==> src/verilog/adcc_pkg.sv <==
`default_nettype none

package adcc_pkg;

    // System clock and converter clock rates in hertz.
    localparam int CLK_HZ = 20_000_000;
    localparam int CONV_HZ = 2_000_000;

    // One conversion lasts this long at the converter clock rate.
    localparam int CONV_TIME_NS = 14000;

    // Derived cycle counts.
    localparam int CONV_DIV = CLK_HZ / CONV_HZ;
    localparam int CONV_TICKS = (CONV_TIME_NS * (CONV_HZ / 1_000_000)) / 1000;

    // Counter widths and terminal values.
    localparam int DIV_W = 4;
    localparam int CNT_W = 5;
    localparam logic [DIV_W-1:0] DIV_LAST = DIV_W'(CONV_DIV - 1);
    localparam logic [CNT_W-1:0] CNT_LAST = CNT_W'(CONV_TICKS - 1);

    // Data widths.
    localparam int CHAN_W = 3;
    localparam int NUM_PINS = 8;
    localparam int RAW_W = 10;
    localparam int RES_W = 16;

    // Reset value of the control bits: powered down, everything off.
    localparam logic [5:0] CTRL_RESET = 6'h00;

    // Software control bits of the converter.
    typedef struct packed {
        logic power_up;
        logic int_en;
        logic cont;
        logic res10;
        logic left;
        logic sgn;
    } adcc_ctrl_t;

    // Sequencer states, Gray coded along off, idle, converting.
    typedef enum logic [1:0] {
        ST_OFF = 2'b00,
        ST_IDLE = 2'b01,
        ST_CONV = 2'b11
    } adcc_state_e_t;

    // Complete state of the control block.
    typedef struct packed {
        adcc_ctrl_t ctrl;
        logic [NUM_PINS-1:0] pins;
        logic [CHAN_W-1:0] mux;
        adcc_state_e_t state;
        logic [CNT_W-1:0] cnt;
        logic [RAW_W-1:0] ana_s1;
        logic [RAW_W-1:0] ana_s2;
        logic [RES_W-1:0] result;
        logic flag;
        logic done;
        logic irq;
        logic busy;
        logic ana_on;
    } adcc_st_t;

endpackage

`default_nettype wire

==> src/verilog/adcc_conv_clk.sv <==
`default_nettype none

// Converter clock enable: one pulse every CONV_DIV system clocks.
module adcc_conv_clk
    import adcc_pkg::*;
(
    // Clock and reset.
    input wire logic CLK_I,
    input wire logic RST_N_I,
    // Control.
    input wire logic en_i,
    input wire logic clr_i,
    // Converter clock enable pulse.
    output logic tick_o
);

    logic [DIV_W-1:0] div_q;
    logic [DIV_W-1:0] div_d;
    logic tick_d;

    // Disabling the divider holds it at zero, so no converter clock runs in power-down.
    always_comb begin
        div_d = div_q;
        tick_d = 1'b0;
        if (!en_i || clr_i) begin
            div_d = '0;
        end else if (div_q == DIV_LAST) begin
            div_d = '0;
            tick_d = 1'b1;
        end else begin
            div_d = div_q + DIV_W'(1);
        end
    end

    // Divider register.
    always_ff @(posedge CLK_I or negedge RST_N_I) begin
        if (!RST_N_I) begin
            div_q <= '0;
            tick_o <= 1'b0;
        end else begin
            div_q <= div_d;
            tick_o <= tick_d;
        end
    end

endmodule

`default_nettype wire

==> src/verilog/adcc_top.sv <==
`default_nettype none

// Summary of operation
// - Conversion takes twenty-eight converter clock periods.
// - Left-aligned signed result format is selectable.
// - Completion sets flag; interrupt when enabled.
// - Software selects one of eight inputs.
// - One-shot or continuous conversion sequencing.
// - Each pin selectable as port or analog.
// - Stop halts analog section, aborts conversion.
// - After stop, no auto start; registers kept.
// - Resume after stop only if powered up.
// - Clearing power-up gates clock, analog off.
// - Power-down aborts the running conversion.
// - Setting power-up returns to normal operation.
// - Control writes accepted while powered down.
// - Power-up bit resets to zero.
module adcc_top (
    // Clock and reset.
    input wire logic CLK_I,
    input wire logic RST_N_I,
    // Control register write.
    input wire logic CTRL_WR_I,
    input wire adcc_pkg::adcc_ctrl_t CTRL_I,
    input wire logic [adcc_pkg::NUM_PINS-1:0] PIN_ANALOG_EN_I,
    // Channel select write, which also starts a conversion when powered.
    input wire logic CHAN_WR_I,
    input wire logic [adcc_pkg::CHAN_W-1:0] CHAN_SEL_I,
    // Completion flag clear and processor stop mode.
    input wire logic FLAG_CLR_I,
    input wire logic STOP_I,
    // Converted value from the analog section.
    input wire logic [adcc_pkg::RAW_W-1:0] ANA_DATA_I,
    // Analog side controls.
    output logic [adcc_pkg::CHAN_W-1:0] MUX_SEL_O,
    output logic ANA_ON_O,
    output logic [adcc_pkg::NUM_PINS-1:0] PIN_ANALOG_O,
    // Status and result.
    output adcc_pkg::adcc_ctrl_t CTRL_O,
    output logic [adcc_pkg::RES_W-1:0] RESULT_O,
    output logic DONE_FLAG_O,
    output logic IRQ_O,
    output logic BUSY_O
);
    import adcc_pkg::*;

    adcc_st_t st_q;
    adcc_st_t st_d;
    logic conv_tick;
    logic powered;
    logic start;
    logic finish;

    // Result formatting by resolution, alignment and sign.
    function automatic logic [RES_W-1:0] fmt_result(input logic [RAW_W-1:0] raw, input adcc_ctrl_t c);
        logic [7:0] raw8;
        logic [RES_W-1:0] r;
        raw8 = raw[RAW_W-1:2];
        if (c.res10) begin
            if (c.sgn) begin
                r = {~raw[9], raw[8:0], 6'h00};
            end else if (c.left) begin
                r = {raw, 6'h00};
            end else begin
                r = {6'h00, raw};
            end
        end else begin
            if (c.sgn) begin
                r = {~raw8[7], raw8[6:0], 8'h00};
            end else if (c.left) begin
                r = {raw8, 8'h00};
            end else begin
                r = {8'h00, raw8};
            end
        end
        return r;
    endfunction

    // Power follows the power-up bit being written this cycle, else the stored one; stop overrides it.
    // Taking the bit from the write data rather than the next state keeps the decode free of loops.
    assign powered = (CTRL_WR_I ? CTRL_I.power_up : st_q.ctrl.power_up) && !STOP_I;
    assign start = CHAN_WR_I && powered;
    // The last converter period of a conversion that still has power.
    assign finish = (st_q.state == ST_CONV) && conv_tick && powered && (st_q.cnt == CNT_LAST);

    // The divider is cleared on a start so every conversion sees full converter periods.
    adcc_conv_clk u_conv_clk (
        .CLK_I(CLK_I),
        .RST_N_I(RST_N_I),
        .en_i(st_q.ana_on),
        .clr_i(start),
        .tick_o(conv_tick)
    );

    // Next state of the whole block.
    always_comb begin
        st_d = st_q;
        st_d.ana_s1 = ANA_DATA_I;
        st_d.ana_s2 = st_q.ana_s1;
        st_d.done = 1'b0;
        // Writes are serviced whatever the power state.
        if (CTRL_WR_I) begin
            st_d.ctrl = CTRL_I;
            st_d.pins = PIN_ANALOG_EN_I;
        end
        if (FLAG_CLR_I || CHAN_WR_I) begin
            st_d.flag = 1'b0;
        end
        if (CHAN_WR_I) begin
            st_d.mux = CHAN_SEL_I;
        end
        unique case (st_q.state)
            ST_OFF: begin
                if (powered) begin
                    st_d.state = ST_IDLE;
                end
            end
            ST_IDLE: begin
                st_d.state = ST_IDLE;
            end
            ST_CONV: begin
                // A tick that meets a power loss is dropped, so an aborted run never posts a result.
                if (finish) begin
                    st_d.result = fmt_result(st_q.ana_s2, st_q.ctrl);
                    st_d.flag = 1'b1;
                    st_d.done = 1'b1;
                    st_d.cnt = '0;
                    if (!st_q.ctrl.cont) begin
                        st_d.state = ST_IDLE;
                    end
                end else if (conv_tick && powered) begin
                    st_d.cnt = st_q.cnt + CNT_W'(1);
                end
            end
            default: begin
                st_d.state = ST_OFF;
            end
        endcase
        // A channel write restarts, abandoning any conversion underway.
        if (start) begin
            st_d.state = ST_CONV;
            st_d.cnt = '0;
        end
        // Stop or power-down drops the conversion; a later return stays idle.
        if (!powered) begin
            st_d.state = ST_OFF;
            st_d.cnt = '0;
        end
        st_d.ana_on = powered;
        st_d.busy = (st_d.state == ST_CONV);
        st_d.irq = st_d.flag && st_d.ctrl.int_en;
    end

    // State register; the control bits clear, so the block wakes powered down.
    always_ff @(posedge CLK_I or negedge RST_N_I) begin
        if (!RST_N_I) begin
            st_q <= '0;
            st_q.ctrl <= CTRL_RESET;
        end else begin
            st_q <= st_d;
        end
    end

    // Outputs straight from the state register.
    assign MUX_SEL_O = st_q.mux;
    assign ANA_ON_O = st_q.ana_on;
    assign PIN_ANALOG_O = st_q.pins;
    assign CTRL_O = st_q.ctrl;
    assign RESULT_O = st_q.result;
    assign DONE_FLAG_O = st_q.flag;
    assign IRQ_O = st_q.irq;
    assign BUSY_O = st_q.busy;
endmodule

`default_nettype wire
==> config.mk <==
export PLATFORM = sky130hd
export DESIGN_NAME = adcc_top
export DESIGN_NICKNAME = d
export VERILOG_FILES = /design/src/verilog/adcc_pkg.sv /design/src/verilog/adcc_conv_clk.sv /design/src/verilog/adcc_top.sv
export SDC_FILE = /design/constraint.sdc
export NUM_CORES = 1
export LEC_CHECK = 0
export BUFFER_PORTS_ARGS = -buffer_cell sky130_fd_sc_hd__buf_2
export CAP_MARGIN = 20
export CORE_MARGIN = 8
export CORE_UTILIZATION = 30
export DETAILED_ROUTE_END_ITERATION = 8
export PLACE_DENSITY = 0.61
export REMOVE_ABC_BUFFERS = 1
export SLEW_MARGIN = 40
export SYNTH_ARGS = -nofsm -noshare
export SYNTH_HDL_FRONTEND = slang
export SYNTH_SLANG_ARGS = --single-unit
==> constraint.sdc <==
create_clock -name CLK_I -period 5.1 [get_ports CLK_I]
set_input_delay 0.765 -clock CLK_I [delete_from_list [all_inputs] [get_ports CLK_I]]
set_output_delay 0.765 -clock CLK_I [all_outputs]
set_load 0.02 [all_outputs]
Word-level counts from Yosys, hierarchy flattened
Cells that the tools add are included.
Cells by class
  equal/unequal tests: 7
  reduce and logical (&&, ||, !) cells: 15
  $add $sub $neg: 2
  bitwise gates (word level): 1
  multiplexer cells: 22
Operators by type and width (number)
  16-bit two-way mux: 5
  5-bit two-way mux: 3
  7-bit two-way mux: 2
  13-bit two-way mux: 1
  2-bit two-way mux: 4
  4-bit two-way mux: 2
  1-bit logical AND: 7
  5-bit by 1-bit adder with 5-bit output, second input constant: 1
  5-bit equality test, second input constant: 1
  4-bit by 1-bit adder with 4-bit output, second input constant: 1
  2-bit equality test, second input constant: 2
  4-bit equality test, second input constant: 1
  1-bit two-way mux: 4
  4-bit by 1-bit inequality test with 1-bit output, second input constant: 1
  2-bit case mux with 2 select lines: 1
  2-bit AND reduction: 2
  3-bit by 1-bit inequality test with 1-bit output, second input constant: 1
  2-bit by 1-bit equality test with 1-bit output, second input constant: 1
  1-bit zero test: 2
  2-bit zero test: 1
  1-bit logical OR: 2
  2-bit OR reduction: 1
  1-bit NOT: 1
Storage, ports and cells
  logic and storage cells: 66
  input bits: 33
  output and inout port bits: 37
  flip-flop bits (word level): 69

Longest topological paths before layout
Gate-level depths: netlist of the first run.
  depth after elaboration: 9
  gate-level depth with buffers: 5
  depth with buffers taken out: 5

Hierarchy
From an unflattened synthesis of the first run, not the netlist that was laid out.
Unflattened totals
  cell total of the unflattened synthesis: 228
  area, all modules: 2944.1 sq um
By module, submodules not included
  adcc_top: cells an instance 210, instances 1, area an instance 2713.9 sq um, seq. area each 1601.5 sq um
  adcc_conv_clk: cells an instance 18, instances 1, area an instance 230.2 sq um, seq. area each 125.1 sq um

Worst setup path before layout of the first run
Ideal clock, no wire load.
  path kind: in2reg
  start point: input CTRL_WR_I
  end point: register st_q, in the netlist RESULT_O[15]
  library setup time: 0.125 ns
  data arrival time: 2.119 ns
  data required time: 4.975 ns
  setup slack: 2.856 ns
  stages: 5
  path buffers: 2
  cell sequence: buf_4 -> mux2i_2 -> nor4_4 -> buf_6 -> mux2_4
Between the ends
  longest elaborated chain between the ends: 5
RTL lines
  from (decl): line adcc_top.sv:23  | input wire logic CTRL_WR_I,
  1-bit two-way mux: line adcc_top.sv:81  | assign powered = (CTRL_WR_I ? CTRL_I.power_up : st_q.ctrl.power_up) && !STOP_I;
  1-bit logical AND: line adcc_top.sv:81
  1-bit logical AND (2 in a row): line adcc_top.sv:84  | assign finish = (st_q.state == ST_CONV) && conv_tick && powered && (st_q.cnt == CNT_LAST);
  2-bit AND reduction (no line)
  to (signal assigned): line adcc_top.sv:160  | st_q <= st_d;
  to (decl): line adcc_top.sv:47  | adcc_st_t st_q;
Every way passes these cells.
A chain may end at the register's enable or synchronous reset.

Worst setup path in the final report of the first run
  start point: register st_q, in the netlist CTRL_O[2]
  end point: output CTRL_O[2] (netlist name)
RTL lines
  to (decl): line adcc_top.sv:39  | output adcc_pkg::adcc_ctrl_t CTRL_O,
No word-level cell between the ends.

==> results of run 1 <==
==> per-stage QoR <==
stage	setup WS, ns	util, %
final	2.99	34.9
after global routing	2.90	34.9
after CTS	2.95	34.9
after detailed placement	2.72	33.1
after global placement	2.76	33.1
after floorplan	2.77	-
==> how the worst max path moves through the flow <==
stage	startpoint	end	slack, ns	depth (start not counted)
5_1_grt	CTRL_O[2]$_DFFE_PN0P_	CTRL_O[2]	2.90	1
3_3_place_gp	CTRL_WR_I	RESULT_O[3]$_DFFE_PN0P_	2.76	5
3_5_place_dp	CTRL_WR_I	RESULT_O[2]$_DFFE_PN0P_	2.72	5
4_1_cts	CTRL_O[2]$_DFFE_PN0P_	CTRL_O[2]	2.95	1
6_report	CTRL_O[2]$_DFFE_PN0P_	CTRL_O[2]	2.99	1
2_1_floorplan	CTRL_WR_I	RESULT_O[0]$_DFFE_PN0P_	2.77	3
==> synth_stat cells (all sizes together) <==
cell	number
dfrtp	69
buf	36
mux2	26
mux2i	13
nand2	12
inv	10
nor2	9
o21ai	7
nand3	6
a21oi	5
clkbuf	5
nor3	4
a21boi	3
ha	3
nand3b	3
a31oi	2
nor3b	2
o211ai	2
or2	2
or3	2
or4b	2
or4bb	2
a311oi	1
and3	1
and3b	1
and4	1
nand2b	1
nand4b	1
nor4	1
o21a	1
o311ai	1
o31ai	1
or3b	1
==> sequential cells by signal, indices dropped and copies added (netlist names) <==
register and cells:
BUSY_O 1, ANA_ON_O 1, st_q 17, u_conv_clk.div_q 4, MUX_SEL_O 3, PIN_ANALOG_O 8
CTRL_O 6, IRQ_O 1, u_conv_clk.tick_o 1, st_d 10, RESULT_O 16, DONE_FLAG_O 1
==> cell type report <==
cell class,count,area (um^2),share of cell area [%]
Timing Repair Buffer,71,363,10.7
Tap cell,133,166,4.90
Sequential cell,69,1730,50.8
Inverter,10,37.5,1.10
Clock buffer,10,138,4.05
Multi-Input combinational cell,116,927,27.3
Clock inverter,6,38.8,1.14
==> where the power goes <==
group	internal [mW]	leakage, nW	total [mW]	switching [mW]
Combinational	0.0437	0.709	0.104	0.0604
Sequential	0.571	0.849	0.593	0.0218
Clock	0.187	0.0880	0.388	0.201
Total	0.803	1.65	1.09	0.283
==> cell families (layout without fill, tap and decap cells) <==
family / Yosys count / in the layout / synth area share, %
compound gates: 23 / 23 / 4.79
fa+ha+maj: 3 / 3 / 1.26
buf+inv: 51 / 97 / 11.0
flops: 69 / 69 / 57.9
mux: 39 / 39 / 14.7
simple gates: 51 / 51 / 10.4
==> routing by layer <==
layer	part of all wire, %	GRT usage [%]	vias to the layer above
li1	-	-	852
met3	8.7	5.00	8
met4	1.1	3.11	0
met1	45	11.6	871
met2	45	14.3	61
met5	0	0	-
==> flow_metrics.py, run 1 <==
metrics = {
    "outcome": {
        "outcome": "completed",
    },
    "global_routing": {
        "grt_use_total_pct": 9.56,
        "grt_antenna_before_repair": 0,
        "grt_pass1_wl_mm": 9.72,
        "largest_net_degree_at_the_start_of_global_routing": 39,
        "grt_pass1_vias": 1974,
        "grt-ovfl-total": 0,
    },
    "setup_path": {
        "crit_path_max_fanout": 16,
        "cp-start-kind": "flop",
        "rrSetupSlack_ns": 3.23,
        "worstRegToRegCells": 5,
        "critical_path.slowest_cell": "sky130_fd_sc_hd__dfrtp_1",
        "worst_r2r_startpoint": "st_q[41]$_DFFE_PN0P_",
        "worstPathBufferInverterCount": 1,
        "cp_data_required_time_ns": 4.34,
        "crit_path_class": "reg2out",
        "timing.critical_path.max_delay_family": "flip-flops",
        "worstSetupEndpointType": "output port",
        "worst_path_largest_cell_delay_ns": 0.72,
        "cp_data_arrival_time_ns": 1.34,
        "worstReg2RegEnd": "RESULT_O[5]$_DFFE_PN0P_",
        "critical_path.cell_chain": "buf_2",
    },
    "clocking": {
        "htreeDepth": 3,
        "clk_transition_reported_paths_ns": 0.07,
        "ctsRootBufferMaster": "sky130_fd_sc_hd__clkbuf_8",
        "maximum_clock_insertion_buffer_count": 2,
        "tritoncts": "done",
        "clock_latency_ns": 0.35,
        "tritoncts_num_sinks": 69,
        "ctsHoldBuffers": 0,
        "numCtsBuffers": 9,
        "cts_resized": 0,
        "post-cts-setup-buffer-count": 0,
    },
    "final_layout": {
        "layout.cells.most_common_list": "sky130_fd_sc_hd__dfrtp_1, sky130_fd_sc_hd__buf_2, sky130_fd_sc_hd__mux2_2",
        "finish.net_count": 313,
        "areaGrowthSynthToFinish_pct": 14.0,
        "antenna_cells": 0,
        "filler_cell_count": 995,
        "non_filler_cells_final": 415,
        "layout_commonest_cell": "sky130_fd_sc_hd__dfrtp_1",
        "post_route_cells_drive_above_1_share_pct": 42.9,
        "fin_area_um2": 3400,
    },
    "power_and_ir_drop": {
        "vdd_drop_max_v": 0.000208,
        "power_per_cell_area_nw_per_um2": 320,
        "total_power_mw": 1.09,
        "power.static_leakage_nw": 1.65,
    },
    "timing": {
        "worst_slew_pin_slew_ns": 0.635,
        "finalSetupTns_ns": 0,
        "fin_worst_skew_ns": 0.0116,
        "slew_headroom_pct": 57.3,
        "final_max_slew_viol_count": 0,
        "hold_violations_final": 0,
        "max_freq_mhz": 475,
        "timing.final.setup_violations": 0,
        "fraction_of_the_cycle_the_final_worst_path_needs_pct": 41.3,
        "rsz0062_at_grt": "no",
        "period_minus_slack_ns": 2.11,
        "finalHoldWorstSlack_ns": 0.350,
    },
    "floorplanning": {
        "io-pin-count": 70,
        "core-area_um2": 9730,
        "die_x_um": 116,
        "initial_core_util_pct": 30.6,
        "core.rowCount": 36,
        "die-area_um2": 13400,
        "die_h_um": 116,
    },
    "detailed_routing": {
        "drc": 0,
        "drt-pass1-iter-count": 4,
        "wire_per_inst_um": 14.3,
        "wl_mm": 5.92,
        "avgViaCountPerCell": 4.32,
        "drt_iter0_drc": 66,
        "detailroute.via_count": 1792,
        "final_antenna_net_count": 0,
    },
    "min_path": {
        "holdPathStages": 0,
        "min-delay-path-class": "reg2reg",
        "hold_path_origin": "st_d[27]$_DFF_PN0_",
        "worst_min_delay_path_endpoint": "st_q[27]$_DFF_PN0_",
    },
    "synthesis": {
        "synth.top_cells.by_area": "sky130_fd_sc_hd__dfrtp_1, sky130_fd_sc_hd__mux2_2, sky130_fd_sc_hd__buf_4",
        "synthesis.instances": 236,
        "synth_top_cell_area_share_pct": 57.9,
        "synth_area_leader_cell": "sky130_fd_sc_hd__dfrtp_1",
        "sequential_fraction_of_the_synthesis_area_pct": 57.9,
        "postSynthAreaPerCell_um2": 12.6,
        "warnings_from_yosys": 0,
        "ys_ff_latch": 69,
        "syn_area_um2": 2980,
        "synth_cell_types": 37,
    },
    "placed_design": {
        "post_dp_cell_area_um2": 3220,
        "place_hpwl_mm": 4.39,
        "routability_congestion": 0.711,
        "numPlacedInstances": 399,
        "place.port_buffers": 69,
    },
    "flow_run": {
        "max-cap-violations": 0,
    },
}
Power figures use the tool's default switching activity.
==> run 2, diff against run 1 <==
==> constraint.sdc (replaced) <==
create_clock -name CLK_I -period 2.2 [get_ports CLK_I]
set_input_delay 0.33 -clock CLK_I [delete_from_list [all_inputs] [get_ports CLK_I]]
set_output_delay 0.33 -clock CLK_I [all_outputs]
set_load 0.02 [all_outputs]
==> flow_metrics.py, run 2 (synthesis gave the netlist of run 1 again) <==
metrics = {
    "timing": {
        "hold_violations_final": 0,
        "worst_slew_pin_slew_ns": 0.623,
        "fin_worst_skew_ns": 0.0116,
        "timing.final.setup_violations": 0,
        "slew_headroom_pct": 58.1,
        "rsz0062_at_grt": "no",
        "fraction_of_the_cycle_the_final_worst_path_needs_pct": 84.2,
        "max_freq_mhz": 540,
        "finalSetupTns_ns": 0,
        "period_minus_slack_ns": 1.85,
        "finalHoldWorstSlack_ns": 0.0855,
        "final_max_slew_viol_count": 0,
    },
    "detailed_routing": {
        "avgViaCountPerCell": 4.32,
        "final_antenna_net_count": 0,
        "wire_per_inst_um": 14.2,
        "detailroute.via_count": 1807,
        "drc": 0,
        "drt_iter0_drc": 74,
        "wl_mm": 5.92,
        "drt-pass1-iter-count": 4,
    },
    "placed_design": {
        "place.port_buffers": 69,
        "place_hpwl_mm": 4.27,
        "routability_congestion": 0.721,
    },
    "global_routing": {
        "grt_use_total_pct": 9.73,
        "grt_antenna_before_repair": 0,
        "grt_pass1_vias": 1954,
        "busiest_layer": "met2",
        "largest_net_degree_at_the_start_of_global_routing": 70,
        "use_met2_pct": 14.7,
        "globalRouteMet3Util_pct": 5.68,
        "grtUsageMet1_pct": 11.2,
        "grt-ovfl-total": 0,
        "grt_pass1_wl_mm": 9.88,
    },
    "power_and_ir_drop": {
        "power.static_leakage_nw": 1.65,
        "vdd_drop_max_v": 0.000451,
        "power_per_cell_area_nw_per_um2": 734,
    },
    "setup_path": {
        "worstPathBufferInverterCount": 1,
        "worstSetupEndpointType": "flop",
        "critical_path.slowest_cell": "sky130_fd_sc_hd__dfrtp_1",
        "critical_path.cell_chain": "ha_1 > nand4b_2 > nor4_4 > buf_4 > mux2_2",
        "cp.depth": 5,
        "worstRegToRegCells": 5,
        "worst_path_largest_cell_delay_ns": 0.40,
        "cp-start-kind": "flop",
        "cp_data_required_time_ns": 2.43,
        "timing.critical_path.max_delay_family": "simple AND/OR/NAND/NOR gates",
        "cp_data_arrival_time_ns": 2.08,
        "crit_path_max_fanout": 17,
        "crit_path_class": "reg2reg",
    },
    "clocking": {
        "clock_latency_ns": 0.35,
        "post-cts-setup-buffer-count": 0,
        "tritoncts_num_sinks": 69,
        "numCtsBuffers": 9,
        "htreeDepth": 3,
        "cts_resized": 0,
        "ctsRootBufferMaster": "sky130_fd_sc_hd__clkbuf_8",
        "clk_transition_reported_paths_ns": 0.08,
        "maximum_clock_insertion_buffer_count": 2,
        "tritoncts": "done",
        "ctsHoldBuffers": 1,
    },
    "final_layout": {
        "largest_register_ffs": 17,
        "antenna_cells": 0,
        "finish.net_count": 316,
        "post_route_cells_drive_above_1_share_pct": 43.2,
        "layout.cells.most_common_list": "sky130_fd_sc_hd__dfrtp_1, sky130_fd_sc_hd__buf_2, sky130_fd_sc_hd__mux2_2",
        "areaGrowthSynthToFinish_pct": 15.2,
        "top_register": "st_q",
    },
    "min_path": {
        "min-delay-path-class": "in2reg",
        "holdPathStages": 1,
    },
    "floorplanning": {
        "die_x_um": 116,
        "die-area_um2": 13400,
        "core-area_um2": 9730,
        "io-pin-count": 70,
        "die_h_um": 116,
        "core.rowCount": 36,
        "initial_core_util_pct": 30.6,
    },
    "flow_run": {
        "max-cap-violations": 0,
    },
    "outcome": {
        "outcome": "completed",
    },
}
[run 2: cell types whose count changed in the layout (fill, tap and decap cells not counted), sizes merged]
cell	delta
buf	+2
clkinvlp	+2
clkbuf	-1
clkinv	-1
dlygate4sd3	+1
[run 2: where the power goes]
group	switching [mW]	internal, mW
registers	0.0508	1.32
clock network	0.487	0.409
logic	0.140	0.106
total	0.679	1.84
[run 2: layer usage]
layer | up-vias | routed length (um)
li1 | 864 | -
met1 | 876 | 2550
met2 | 58 | 2670
met3 | 9 | 621
met4 | 0 | 76
met5 | - | 0
[run 2: cell type report]
cell class | instances | area, um^2
Fill cell | 1013 | 6300
Sequential cell | 69 | 1730
Clock inverter | 7 | 52.6
Inverter | 10 | 37.5
Timing Repair Buffer | 74 | 398
Tap cell | 133 | 166
Clock buffer | 9 | 124
Multi-Input combinational cell | 116 | 927
[run 2: metrics by stage]
step	area (um^2)	instances	setup WS, ns	power [mW]	utilization, %
after floorplan	2690	195	0.136	1.52	-
after global placement	3250	401	0.417	1.65	33.4
after detailed placement	3250	401	0.364	1.65	33.4
after CTS	3430	418	0.338	2.57	35.3
after global routing	3430	418	0.231	2.66	35.3
final	3430	418	0.347	2.52	35.3
[run 2: worst paths after layout]
check / to / slack (ns) / startpoint
max in group asynchronous: RESULT_O[8]$_DFFE_PN0P_ / 1.35 / RST_N_I
hold reg to reg: st_q[28]$_DFF_PN0_ / 0.35 / st_d[28]$_DFF_PN0_
setup / recovery: RESULT_O[5]$_DFFE_PN0P_ / 0.35 / st_q[41]$_DFFE_PN0P_
min in group asynchronous: CTRL_O[2]$_DFFE_PN0P_ / 0.51 / RST_N_I
hold / removal: st_d[26]$_DFF_PN0_ / 0.09 / ANA_DATA_I[5]
setup reg to reg: RESULT_O[5]$_DFFE_PN0P_ / 0.35 / st_q[41]$_DFFE_PN0P_
==> run 3, diff against run 2 <==
--- a/config.mk
+++ b/config.mk
@@ -5,12 +5,13 @@
 export SDC_FILE = /design/constraint.sdc
 export NUM_CORES = 1
 export LEC_CHECK = 0
+export ABC_AREA = 1
 export BUFFER_PORTS_ARGS = -buffer_cell sky130_fd_sc_hd__buf_2
 export CAP_MARGIN = 20
 export CORE_MARGIN = 8
 export CORE_UTILIZATION = 30
 export DETAILED_ROUTE_END_ITERATION = 8
-export PLACE_DENSITY = 0.61
+export PLACE_DENSITY = 0.62
 export REMOVE_ABC_BUFFERS = 1
 export SLEW_MARGIN = 40
 export SYNTH_ARGS = -nofsm -noshare
==> constraint.sdc (replaced) <==
create_clock -name CLK_I -period 1.6 [get_ports CLK_I]
set_input_delay 0.24 -clock CLK_I [delete_from_list [all_inputs] [get_ports CLK_I]]
set_output_delay 0.24 -clock CLK_I [all_outputs]
set_load 0.02 [all_outputs]
==> flow_metrics.py, run 3 <==
metrics = {
    "outcome": {
        "outcome": "completed",
    },
    "setup_path": {
        "cp-start-kind": "flop",
        "worst_path_largest_cell_delay_ns": 0.40,
        "worst_setup_path_endpoint": "RESULT_O[4]$_DFFE_PN0P_",
        "crit_path_class": "reg2reg",
        "first_element_of_the_critical_path": "st_q[41]$_DFFE_PN0P_",
        "worstPathBufferInverterCount": 1,
        "worstRegToRegCells": 8,
        "critical_path.cell_chain": "ha_1 > nand2_2 > nor2_4 > nand2_4 > nor2_8 > inv_4 > nand2_1 > o21ai_2",
        "worst_r2r_startpoint": "st_q[41]$_DFFE_PN0P_",
        "worstReg2RegEnd": "RESULT_O[4]$_DFFE_PN0P_",
        "timing.critical_path.max_delay_family": "simple AND/OR/NAND/NOR gates",
        "cp.depth": 8,
        "worstSetupEndpointType": "flop",
        "critical_path.slowest_cell": "sky130_fd_sc_hd__dfrtp_1",
        "crit_path_max_fanout": 23,
        "rrSetupSlack_ns": 0.17,
        "cp_data_required_time_ns": 1.86,
        "cp_data_arrival_time_ns": 1.68,
    },
    "global_routing": {
        "grt_pass1_wl_mm": 10.8,
        "grt_pass1_vias": 2209,
        "busiest_layer": "met2",
        "grt_use_total_pct": 10.5,
        "grtUsageMet1_pct": 11.7,
        "use_met2_pct": 16.6,
        "grt-ovfl-total": 0,
        "largest_net_degree_at_the_start_of_global_routing": 70,
        "grt_antenna_before_repair": 0,
        "globalRouteMet3Util_pct": 4.90,
    },
    "clocking": {
        "clock_latency_ns": 0.33,
        "maximum_clock_insertion_buffer_count": 2,
        "tritoncts": "done",
        "post-cts-setup-buffer-count": 0,
        "ctsRootBufferMaster": "sky130_fd_sc_hd__clkbuf_8",
        "numCtsBuffers": 9,
        "tritoncts_num_sinks": 69,
        "clk_transition_reported_paths_ns": 0.06,
        "htreeDepth": 3,
    },
    "synthesis": {
        "ys_async_sr_fraction_pct": 100,
        "synth_cell_types": 28,
        "synthMostInstantiatedCell": "sky130_fd_sc_hd__nand2_1",
        "syn_area_um2": 2990,
        "synth.top_cells.by_area": "sky130_fd_sc_hd__dfrtp_1, sky130_fd_sc_hd__nand2_1, sky130_fd_sc_hd__buf_4",
        "sequential_fraction_of_the_synthesis_area_pct": 57.8,
        "postSynthAreaPerCell_um2": 9.70,
        "synthesis.instances": 308,
        "synth_top_cells_by_count": "sky130_fd_sc_hd__nand2_1, sky130_fd_sc_hd__dfrtp_1, sky130_fd_sc_hd__buf_4, sky130_fd_sc_hd__inv_1, sky130_fd_sc_hd__nand3_1",
        "warnings_from_yosys": 0,
        "synth_top_cell_area_share_pct": 57.8,
        "synth_flop_cell": "sky130_fd_sc_hd__dfrtp_1",
        "ys_ff_latch": 69,
        "synth_area_leader_cell": "sky130_fd_sc_hd__dfrtp_1",
        "synth-edff-count": 0,
    },
    "final_layout": {
        "filler_cell_count": 1020,
        "layout.cells.most_common_list": "sky130_fd_sc_hd__nand2_1, sky130_fd_sc_hd__dfrtp_1, sky130_fd_sc_hd__buf_2",
        "top_register": "st_q",
        "post_route_cells_drive_above_1_share_pct": 28.8,
        "non_filler_cells_final": 498,
        "final_core_utilization_pct": 36.4,
        "layout_commonest_cell": "sky130_fd_sc_hd__nand2_1",
        "finish.net_count": 398,
        "areaGrowthSynthToFinish_pct": 18.5,
        "largest_register_ffs": 17,
        "antenna_cells": 0,
    },
    "timing": {
        "fraction_of_the_cycle_the_final_worst_path_needs_pct": 89.1,
        "period_minus_slack_ns": 1.43,
        "timing.final.setup_violations": 0,
        "worst_slew_pin_slew_ns": 0.342,
        "final_max_slew_viol_count": 0,
        "max_freq_mhz": 702,
        "slew_headroom_pct": 76.9,
        "hold_violations_final": 0,
        "fin_worst_skew_ns": 0.00852,
        "rsz0062_at_grt": "no",
        "finalSetupTns_ns": 0,
    },
    "detailed_routing": {
        "drc": 0,
        "wl_mm": 6.40,
        "avgViaCountPerCell": 4.14,
        "final_antenna_net_count": 0,
        "drt-pass1-iter-count": 4,
        "wire_per_inst_um": 12.9,
        "detailroute.via_count": 2060,
        "drt_iter0_drc": 71,
    },
    "power_and_ir_drop": {
        "power_per_cell_area_nw_per_um2": 1050,
        "vdd_drop_max_v": 0.000412,
        "power.static_leakage_nw": 1.90,
        "total_power_mw": 3.70,
    },
    "floorplanning": {
        "core.rowCount": 36,
        "die-area_um2": 13400,
        "die_x_um": 116,
        "initial_core_util_pct": 30.7,
        "io-pin-count": 70,
        "die_h_um": 116,
        "core-area_um2": 9730,
    },
    "min_path": {
        "min-delay-path-class": "in2reg",
        "holdPathStages": 1,
    },
    "flow_run": {
        "max-cap-violations": 0,
    },
    "placed_design": {
        "place.port_buffers": 69,
        "numPlacedInstances": 475,
        "routability_congestion": 0.763,
        "place_hpwl_mm": 4.68,
    },
}
-- run 3: cell types whose count changed in the layout (fill, tap and decap cells not counted), moves of 3 or more --
| cell | previous run | this run |
|---|---|---|
| sky130_fd_sc_hd__a21boi_0 | 3 | 0 |
| sky130_fd_sc_hd__clkbuf_8 | 9 | 12 |
| sky130_fd_sc_hd__clkinvlp_4 | 4 | 0 |
| sky130_fd_sc_hd__dlygate4sd3_1 | 1 | 9 |
| sky130_fd_sc_hd__inv_1 | 10 | 22 |
| sky130_fd_sc_hd__mux2_2 | 23 | 0 |
| sky130_fd_sc_hd__mux2_4 | 3 | 0 |
| sky130_fd_sc_hd__mux2i_1 | 12 | 0 |
| sky130_fd_sc_hd__nand2_1 | 12 | 95 |
| sky130_fd_sc_hd__nand3_1 | 6 | 20 |
| sky130_fd_sc_hd__nand3b_1 | 3 | 0 |
| sky130_fd_sc_hd__nor2_2 | 0 | 3 |
| sky130_fd_sc_hd__o21ai_0 | 7 | 14 |
| sky130_fd_sc_hd__o21ai_2 | 0 | 5 |
-- run 3: worst min path at each step --
stage	end	slack, ns	from
floorplan	ANA_ON_O$_DFF_PN0_	-0.06	RST_N_I
global placement	st_d[30]$_DFF_PN0_	0.29	RST_N_I
detailed placement	st_d[30]$_DFF_PN0_	0.30	RST_N_I
CTS	st_d[25]$_DFF_PN0_	0.004	ANA_DATA_I[4]
global route	st_d[25]$_DFF_PN0_	0.001	ANA_DATA_I[4]
finish	st_d[25]$_DFF_PN0_	0.03	ANA_DATA_I[4]
-- run 3: final cells by class --
cell class / count / area, um^2 / share of cell area, %
Inverter: 24 / 95.1 / 2.69
Sequential cell: 69 / 1730 / 48.8
Clock buffer: 13 / 169 / 4.77
Timing Repair Buffer: 83 / 485 / 13.7
Multi-Input combinational cell: 175 / 867 / 24.5
Tap cell: 133 / 166 / 4.70
Clock inverter: 1 / 30.0 / 0.848
-- run 3: logic make-up (layout without fill, tap and decap cells) --
group,Yosys count,in the layout,synth area share (%)
AOI/OAI and AO/OA,28,28,5.82
xor gates and xnor gates,3,3,0.880
adders and majority gates,3,3,1.26
buffers and inverters,64,121,13.2
DFF,69,69,57.8
and+or+nand+nor,141,141,21.1
-- run 3: through the flow --
stage	setup WS, ns	hold WS, ns	instance area [um^2]
floorplan	0.157	-0.0556	2690
global placement	0.245	0.289	3250
detailed placement	0.193	0.296	3250
CTS	0.170	0.00417	3540
global route	0.0411	0.00103	3540
finish	0.175	0.0268	3540
-- run 3: repair_timing --
action,CTS,global route
hold buffers,9,0
endpoints found under the hold margin,77,0
resized for setup,0,0
setup endpoints to repair,0,0
-- run 3: report_power, final --
part	total [mW]	switching [mW]	leakage, nW	internal (mW)
clock	1.42	0.587	0.102	0.832
combinational	0.404	0.259	0.930	0.145
sequential	1.88	0.0503	0.871	1.83
total	3.70	0.896	1.90	2.81
-- run 3: layer usage --
layer  vias to the layer above  routed length, um
met1                       949               2700
met4                         0                112
met5                         -                  0
met2                        59               3010
met3                         8                578
li1                       1044                  -
